File: src/rbs_pkg.sv
// Package for the reset-time boot selection block.
// Assumes one core clock domain and an asynchronous active-high reset.
package rbs_pkg;

  // ****************************************
  // Security byte layout
  // ****************************************
  localparam int          SEC_DOUBLE_SPEED_BIT = 7;
  localparam int          SEC_BOOT_JUMP_BIT    = 6;
  localparam int          SEC_LOCK_HI          = 2;
  localparam int          SEC_LOCK_LO          = 0;
  localparam logic [7:0]  SEC_ERASED           = 8'hFF;
  localparam logic [7:0]  SEC_SW_MASK          = 8'hF0;
  localparam logic [7:0]  SEC_PAR_MASK         = 8'h0F;
  localparam logic [7:0]  SEC_DEFINED_MASK     = 8'hC7;

  // ****************************************
  // Flash control and start addresses
  // ****************************************
  localparam logic [7:0]  FLASH_CONTROL_REG_FORCED          = 8'h00;
  localparam logic [7:0]  FLASH_CONTROL_REG_NORMAL          = 8'hF0;
  localparam int          FLASH_CONTROL_REG_BUSY_BIT        = 0;
  localparam logic [15:0] ENTRY_USER           = 16'h0000;
  localparam logic [15:0] ENTRY_BOOT           = 16'hF800;
  localparam logic [7:0]  USER_VECTOR_ERASED   = 8'hFF;
  localparam logic [15:0] LOCK_ROLLOVER_LIMIT  = 16'h7FFF;

  // ****************************************
  // Extra row identification addresses
  // ****************************************
  localparam logic [7:0]  EXTRA_ROW_SPACE_MAKER_ADDR      = 8'h30;
  localparam logic [7:0]  EXTRA_ROW_SPACE_FAMILY_ADDR     = 8'h31;
  localparam logic [7:0]  EXTRA_ROW_SPACE_ID2_ADDR        = 8'h60;
  localparam logic [7:0]  EXTRA_ROW_SPACE_ID3_ADDR        = 8'h61;

  // ****************************************
  // Carriers and states
  // ****************************************
  typedef struct packed {
    logic program_store_strobe;
    logic external_access_pin;
    logic address_latch_strobe;
  } rbs_strap_s;

  typedef struct packed {
    logic        double_speed;
    logic        boot_rom_enable;
    logic        forced_boot;
    logic [15:0] start_addr;
    logic [7:0]  flash_control;
  } rbs_boot_s;

  typedef enum logic [2:0] {
    ST_RESET  = 3'b001,
    ST_DECIDE = 3'b010,
    ST_RUN    = 3'b100
  } rbs_state_e;

  function automatic logic [2:0] rbs_lock_level(input logic [2:0] lock_bits);
    // Programmed bit reads zero; the highest programmed bit wins
    if (!lock_bits[2]) begin
      return 3'h4;
    end else if (!lock_bits[1]) begin
      return 3'h3;
    end else if (!lock_bits[0]) begin
      return 3'h2;
    end
    return 3'h1;
  endfunction

endpackage

File: src/rbs_strap_sync.sv
// Two-flop synchroniser for the three board strap pins.
// Assumes the pins are quasi-static around reset release.
`timescale 1ns/10ps
`default_nettype none
module rbs_strap_sync
  import rbs_pkg::*;
(
  input  wire logic       core_clk,
  input  wire rbs_strap_s pins,
  output var  rbs_strap_s synced
);

  rbs_strap_s stage1;
  rbs_strap_s next_stage1;
  rbs_strap_s next_synced;

  always_comb begin
    next_stage1 = pins;
    next_synced = stage1;
  end

  // No reset: pins flow through while reset is held
  // Otherwise the decision would see reset levels, never a forced boot
  always_ff @(posedge core_clk) begin
    stage1 <= next_stage1;
    synced <= next_synced;
  end

endmodule
`default_nettype wire

File: src/rbs_boot_select.sv
// Reset-time boot selection: strap sampling, security byte, start address.
// Assumes a parallel programmer port and a flash busy input from the array.
`timescale 1ns/10ps
`default_nettype none
module rbs_boot_select
  import rbs_pkg::*;
#(
  parameter logic [7:0] MAKER_CODE  = 8'h11, // Arbitrary value
  parameter logic [7:0] FAMILY_CODE = 8'h22, // Arbitrary value
  parameter logic [7:0] DEVICE_ID2  = 8'h33, // Arbitrary value
  parameter logic [7:0] DEVICE_ID3  = 8'h44  // Arbitrary value
)(
  input  wire logic        core_clk,
  input  wire logic        sys_rst,
  input  wire rbs_strap_s  strap_pins,
  input  wire logic        flash_busy_in,
  input  wire logic        chip_erase,
  input  wire logic        sw_sec_wr,
  input  wire logic [7:0]  sw_sec_wdata,
  input  wire logic        par_sec_wr,
  input  wire logic [7:0]  par_sec_wdata,
  input  wire logic        sw_vector_wr,
  input  wire logic [7:0]  sw_vector_wdata,
  input  wire logic        flash_control_reg_wr,
  input  wire logic [7:0]  flash_control_reg_wdata,
  input  wire logic [7:0]  extra_row_space_addr,
  output logic [7:0]       extra_row_space_rdata,
  output logic [7:0]       sw_sec_rdata,
  output logic [7:0]       par_sec_rdata,
  output logic [7:0]       user_boot_vector,
  output logic             user_loader_present,
  output logic [7:0]       flash_control_reg,
  output logic             boot_rom_enable,
  output logic             double_speed_select,
  output logic             forced_boot,
  output logic [15:0]      start_addr,
  output logic             boot_done,
  output logic [2:0]       lock_level,
  output logic             block_table_read,
  output logic             block_par_program,
  output logic             block_par_verify,
  output logic             block_rollover_exec
);

  // ****************************************
  // Strap synchroniser
  // ****************************************
  rbs_strap_s strap_sync;

  rbs_strap_sync u_sync (
    .core_clk (core_clk),
    .pins     (strap_pins),
    .synced   (strap_sync)
  );

  // ****************************************
  // Nonvolatile store and boot decision
  // ****************************************
  rbs_state_e  state;
  rbs_state_e  next_state;
  logic [7:0]  boot_security_fuse_byte;
  logic [7:0]  next_security;
  logic [7:0]  vector_q;
  logic [7:0]  next_vector;
  rbs_boot_s   boot_q;
  rbs_boot_s   next_boot;
  logic [7:0]  next_flash_control_reg;
  logic        boot_jump_select;
  logic        strap_force;
  logic [2:0]  next_level;

  assign boot_jump_select = boot_security_fuse_byte[SEC_BOOT_JUMP_BIT];
  assign strap_force = !strap_sync.program_store_strobe
                     && strap_sync.external_access_pin
                     && strap_sync.address_latch_strobe;

  always_comb begin
    next_state    = state;
    next_security = boot_security_fuse_byte;
    next_vector   = vector_q;
    next_boot     = boot_q;
    next_flash_control_reg     = flash_control_reg;
    unique case (state)
      ST_RESET: begin
        next_state = ST_DECIDE;
      end
      ST_DECIDE: begin
        next_state = ST_RUN;
        next_boot.boot_rom_enable = boot_jump_select;
        next_boot.double_speed = !boot_security_fuse_byte[SEC_DOUBLE_SPEED_BIT];
        next_boot.forced_boot = strap_force;
        if (strap_force) begin
          next_flash_control_reg             = FLASH_CONTROL_REG_FORCED;
          next_boot.start_addr  = ENTRY_BOOT;
        end else begin
          next_flash_control_reg             = FLASH_CONTROL_REG_NORMAL;
          next_boot.start_addr  = boot_jump_select ? ENTRY_USER : ENTRY_BOOT;
        end
      end
      ST_RUN: begin
        if (flash_control_reg_wr) begin
          next_flash_control_reg[7:1] = flash_control_reg_wdata[7:1];
        end
      end
      default: begin
        next_state = ST_RESET;
      end
    endcase
    // Busy bit follows the array only; software data bit 0 is dropped
    next_flash_control_reg[FLASH_CONTROL_REG_BUSY_BIT] = flash_busy_in;
    if (sw_sec_wr) begin
      next_security = (boot_security_fuse_byte & SEC_PAR_MASK)
                    | (sw_sec_wdata & SEC_SW_MASK);
    end
    if (par_sec_wr && !block_par_program) begin
      next_security = par_sec_wdata;
    end
    if (sw_vector_wr) begin
      next_vector = sw_vector_wdata;
    end
    // Erase wins over any security or vector write in the same cycle
    if (chip_erase) begin
      next_security = SEC_ERASED;
      next_vector   = USER_VECTOR_ERASED;
    end
    next_boot.flash_control = next_flash_control_reg;
  end

  // Store is modelled as flops; erased values stand in for a blank part
  always_ff @(posedge core_clk or posedge sys_rst) begin
    if (sys_rst) begin
      state                   <= ST_RESET;
      boot_security_fuse_byte <= SEC_ERASED;
      vector_q                <= USER_VECTOR_ERASED;
      boot_q                  <= '{1'b0, 1'b0, 1'b0, ENTRY_USER, FLASH_CONTROL_REG_FORCED};
      flash_control_reg       <= FLASH_CONTROL_REG_FORCED;
      user_loader_present     <= 1'b0;
      boot_done               <= 1'b0;
    end else begin
      state                   <= next_state;
      boot_security_fuse_byte <= next_security;
      vector_q                <= next_vector;
      boot_q                  <= next_boot;
      flash_control_reg       <= next_flash_control_reg;
      // Compared before the flop so both outputs leave a register
      user_loader_present     <= next_vector != USER_VECTOR_ERASED;
      boot_done               <= next_state == ST_RUN;
    end
  end

  // ****************************************
  // Read paths, identification and locks
  // ****************************************
  logic [7:0] next_extra_row_space;
  logic [7:0] next_sw_rd;
  logic [7:0] next_par_rd;

  always_comb begin
    unique case (extra_row_space_addr)
      EXTRA_ROW_SPACE_MAKER_ADDR:  next_extra_row_space = MAKER_CODE;
      EXTRA_ROW_SPACE_FAMILY_ADDR: next_extra_row_space = FAMILY_CODE;
      EXTRA_ROW_SPACE_ID2_ADDR:    next_extra_row_space = DEVICE_ID2;
      EXTRA_ROW_SPACE_ID3_ADDR:    next_extra_row_space = DEVICE_ID3;
      default:          next_extra_row_space = 8'h00;
    endcase
    // Undefined bits forced low so nothing downstream leans on them
    next_sw_rd  = next_security & SEC_SW_MASK & SEC_DEFINED_MASK;
    next_par_rd = next_security & SEC_DEFINED_MASK;
    next_level  = rbs_lock_level(next_security[SEC_LOCK_HI:SEC_LOCK_LO]);
  end

  always_ff @(posedge core_clk or posedge sys_rst) begin
    if (sys_rst) begin
      extra_row_space_rdata          <= 8'h00;
      sw_sec_rdata        <= 8'h00;
      par_sec_rdata       <= 8'h00;
      lock_level          <= 3'h1;
      block_table_read    <= 1'b0;
      block_par_program   <= 1'b0;
      block_par_verify    <= 1'b0;
      block_rollover_exec <= 1'b0;
    end else begin
      extra_row_space_rdata          <= next_extra_row_space;
      sw_sec_rdata        <= next_sw_rd;
      par_sec_rdata       <= next_par_rd;
      lock_level          <= next_level;
      block_table_read    <= next_level >= 3'h2;
      block_par_program   <= next_level >= 3'h2;
      block_par_verify    <= next_level >= 3'h3;
      block_rollover_exec <= next_level >= 3'h4;
    end
  end

  // Boot results stand until the next reset; user_boot_vector follows vector writes and erase
  assign user_boot_vector    = vector_q;
  assign boot_rom_enable     = boot_q.boot_rom_enable;
  assign double_speed_select = boot_q.double_speed;
  assign forced_boot         = boot_q.forced_boot;
  assign start_addr          = boot_q.start_addr;

endmodule
`default_nettype wire

File: config.mk
export PLATFORM = sky130hd
export DESIGN_NAME = rbs_boot_select
export DESIGN_NICKNAME = d
export VERILOG_FILES = /design/src/rbs_pkg.sv /design/src/rbs_strap_sync.sv /design/src/rbs_boot_select.sv
export SDC_FILE = /design/constraint.sdc
export NUM_CORES = 1
export LEC_CHECK = 0
export BUFFER_PORTS_ARGS = -buffer_cell sky130_fd_sc_hd__buf_2
export CELL_PAD_IN_SITES_DETAIL_PLACEMENT = 0
export CELL_PAD_IN_SITES_GLOBAL_PLACEMENT = 1
export CORE_MARGIN = 3
export CORE_UTILIZATION = 32
export CTS_CLUSTER_SIZE = 25
export DETAILED_ROUTE_END_ITERATION = 10
export GPL_ROUTABILITY_DRIVEN = 0
export PLACE_DENSITY = 0.84
export SETUP_SLACK_MARGIN = 0.02
export SYNTH_ARGS = -nofsm -noshare
export SYNTH_HDL_FRONTEND = slang
export SYNTH_SLANG_ARGS = --single-unit
export TNS_END_PERCENT = 1
File: constraint.sdc
create_clock -name core_clk -period 2.14 [get_ports core_clk]
set_input_delay 0.535 -clock core_clk [delete_from_list [all_inputs] [get_ports core_clk]]
set_output_delay 0.535 -clock core_clk [all_outputs]
set_load 0.005 [all_outputs]
==> flow_metrics.tcl <==
set metrics [dict create \
    status "complete, no violations" \
    clock_network_latency_to_the_later_pin_of_the_worst_skew_pair_ns 0.29 \
    clock_tree.root_cell "sky130_fd_sc_hd__clkbuf_8" \
    leakagePower_nw 1.27 \
    syn-instance-count 179 \
    antenna_left 0 \
    fmax_mhz 601 \
    final_min_period_over_clock_period_pct 77.8 \
    cts.htree.levels 2 \
    cts.sinks 49 \
    cts_max_path_buffers 2 \
    num_antenna_cells 0 \
    wire_per_inst_um 12.1 \
    post-synth-top-area-fraction_pct 33.2 \
    power.sequential.fraction_pct 56.2 \
    synth.top_cells.by_area "sky130_fd_sc_hd__dfrtp_1 (33%), sky130_fd_sc_hd__dfstp_2 (19%), sky130_fd_sc_hd__buf_4 (12%)" \
    critPathArrivalTime_ns 1.84 \
    setup.worst_path.end_class "register" \
    grt_total_usage_pct 10.4 \
    netlist.top_cell.by_area "sky130_fd_sc_hd__dfrtp_1" \
    pin_slew_with_the_least_headroom_to_its_limit_ns 0.620 \
    final_net_count 309 \
    most-common-layout-cells "sky130_fd_sc_hd__buf_2 (86), sky130_fd_sc_hd__dfrtp_1 (28), sky130_fd_sc_hd__conb_1 (22), sky130_fd_sc_hd__nand2_1 (19), sky130_fd_sc_hd__dfstp_2 (15)" \
    drtIter0Drc 23 \
    placement.cell_area_um2 2470 \
    tritoncts "built" \
    timing.critical_path.cells "or3b_1 -> mux2_4 -> mux2_2" \
    slew-limit-headroom_pct 58.4 \
    synth.distinct_cells 31 \
    die_area_um2 7610 \
    final-setup-viol-count 0 \
    crit_path_top_delay_cell "sky130_fd_sc_hd__or3b_1" \
    power.share.clock_pct 27.9 \
    skew_ns 0.00358 \
    core_rows 28 \
    final.setup.tns_ns 0 \
    wire_length_of_the_first_global_routing_pass_mm 6.13 \
    yosys_register_bits 49 \
    power_per_cell_area_nw_per_um2 742 \
    final-hold-violation-count 0 \
    cpPeakStageDelay_ns 0.52 \
    cp_data_required_time_ns 2.32 \
    numCtsBuffers 5 \
    grt_setup_unrepaired "no" \
    p_int_w 0.00144 \
    synth_warnings 0 \
    timing.setup.critical_path_class "reg2reg" \
    grt_max_degree 29 \
    detailedRoute.firstPassIterationCount 3 \
    synth_seq_area_share_pct 57.6 \
    post-route-cell-area_um2 2560 \
    cap_violations 0 \
    swShare_pct 24.2 \
    count_of_pins_on_the_block_boundary 119 \
    critical_path_buf_inv_count 0 \
    grt_antenna_before_repair 0 \
    fin_crit_ns 1.66 \
    dp.final_hpwl_mm 3.23 \
    syn_avg_cell_area_um2 11.8 \
    hold_path.class "in2async" \
    remaining_drc_errors 0 \
    final_layout_size_suffix_gt1_share_pct 47.1 \
    initial_core_utilization_pct 34.2 \
    crit_family "multiplexers" \
    place.port_buffers 86 \
    start_kind "register" \
    power.net_switching_w 0.000460 \
    cts-resized-gates 0 \
    design.core.area_um2 6170 \
    total_via_count_after_detailed_routing 1452 \
    drt-vias-per-instance 4.35 \
    cts_setup_buffers 0 \
    mostFrequentLayoutCell "sky130_fd_sc_hd__buf_2" \
    area_delta_synth_final_pct 21.3 \
    slew_violations 0 \
    comb_power_share_pct 15.9 \
    dieHeight_um 87.2 \
    finalWirelength_mm 4.05 \
    die-width_um 87.2 \
    first_global_vias 1370 \
    max-vdd-ir-drop_uv 388 \
    grt_overflow_total 0 \
    synthesis.area_um2 2110 \
    path_clk_slew_ns 0.08 \
    worstPathMaxFanout 6 \
    ctsHoldBuffers 0 \
]
[cells by family (layout without fill, tap and decap cells)]
| logic type | count (synthesis) | count (layout) | synth area share (%) |
|---|---|---|---|
| AO/OA/AOI/OAI | 19 | 19 | 5.57 |
| XOR/XNOR | 1 | 1 | 0.415 |
| multiplexers | 17 | 17 | 9.31 |
| AND/OR/NAND/NOR | 51 | 51 | 13.5 |
| other | 1 | 22 | 0.178 |
| flip-flops | 49 | 49 | 57.6 |
| buffers and inverters | 41 | 100 | 13.5 |
[metal layers]
layer | vias to the layer above | routed length (µm) | track usage, %
met5 | - | 0 | 0
met4 | 0 | 44 | 3.77
met3 | 5 | 424 | 3.60
met2 | 70 | 1850 | 16.2
met1 | 671 | 1730 | 13.4
li1 | 706 | - | -
[metrics by stage]
stage	setup slack (ns)	std cells	util (%)	hold slack, ns	total power, W
floorplan	0.596	200	-	0.310	0.00128
global placement	0.485	326	40.1	0.312	0.00139
detailed placement	0.484	326	40.1	0.313	0.00139
CTS	0.468	334	41.5	0.214	0.00194
global route	0.422	334	41.5	0.219	0.00203
finish	0.476	334	41.5	0.210	0.00190
[worst paths after layout]
kind / to / cells after the start / slack (ns) / from
max in group asynchronous: boot_security_fuse_byte[0] / 3 / 1.38 / sys_rst
hold reg to reg: u_sync.synced[0] / 0 / 0.33 / u_sync.next_synced[0]
hold / removal: state[2] / 2 / 0.21 / sys_rst
setup / recovery: flash_control_reg[6] / 3 / 0.48 / state[1]
min in group core_clk: u_sync.synced[0] / 0 / 0.33 / u_sync.next_synced[0]
setup reg to reg: flash_control_reg[6] / 3 / 0.48 / state[1]
[synthesized netlist by cell type]
library cell and n:
sky130_fd_sc_hd__buf_4 33, sky130_fd_sc_hd__dfrtp_1 28, sky130_fd_sc_hd__nand2_1 19, sky130_fd_sc_hd__dfstp_2 15
sky130_fd_sc_hd__mux2i_1 8, sky130_fd_sc_hd__nand3b_1 7, sky130_fd_sc_hd__o21ai_0 7, sky130_fd_sc_hd__dfxtp_1 6
sky130_fd_sc_hd__mux2_2 5, sky130_fd_sc_hd__nor2_1 5, sky130_fd_sc_hd__a211oi_1 4, sky130_fd_sc_hd__a21oi_1 4
sky130_fd_sc_hd__inv_1 4, sky130_fd_sc_hd__mux2_4 4, sky130_fd_sc_hd__nand4_1 4, sky130_fd_sc_hd__clkbuf_1 3
sky130_fd_sc_hd__nand2b_1 3, sky130_fd_sc_hd__nor2b_1 3, sky130_fd_sc_hd__nor3_1 3, sky130_fd_sc_hd__and3b_1 2
sky130_fd_sc_hd__or3b_2 2, sky130_fd_sc_hd__a211o_1 1, sky130_fd_sc_hd__a21o_1 1, sky130_fd_sc_hd__a41oi_1 1
sky130_fd_sc_hd__and4bb_2 1, sky130_fd_sc_hd__buf_6 1, sky130_fd_sc_hd__conb_1 1, sky130_fd_sc_hd__nor3b_1 1
sky130_fd_sc_hd__o211ai_1 1, sky130_fd_sc_hd__or3b_1 1, sky130_fd_sc_hd__xnor2_1 1
[final cells by class]
cell class | count | area [µm²]
flip-flops and latches | 49 | 1210
repair buffers | 88 | 458
well taps | 75 | 93.8
fillers | 616 | 3600
inverters | 4 | 15.0
clock buffers | 8 | 90.1
multi-input cells | 110 | 689
[worst reg2reg max path, stage by stage, from the launching register on]
cell and delay (ns):
sky130_fd_sc_hd__dfrtp_1 0.43, sky130_fd_sc_hd__or3b_1 0.52, sky130_fd_sc_hd__mux2_4 0.35, sky130_fd_sc_hd__mux2_2 0.26
[power groups by stage]
stage	Combinational, W	Sequential, W	Clock (W)
2_1_floorplan	0.000191	0.00109	0
3_3_place_gp	0.000303	0.00108	0
3_5_place_dp	0.000308	0.00109	0
4_1_cts	0.000309	0.00107	0.000559
5_1_grt	0.000340	0.00108	0.000606
6_report	0.000302	0.00107	0.000531
No activity file was read; power rests on OpenSTA's default activity.
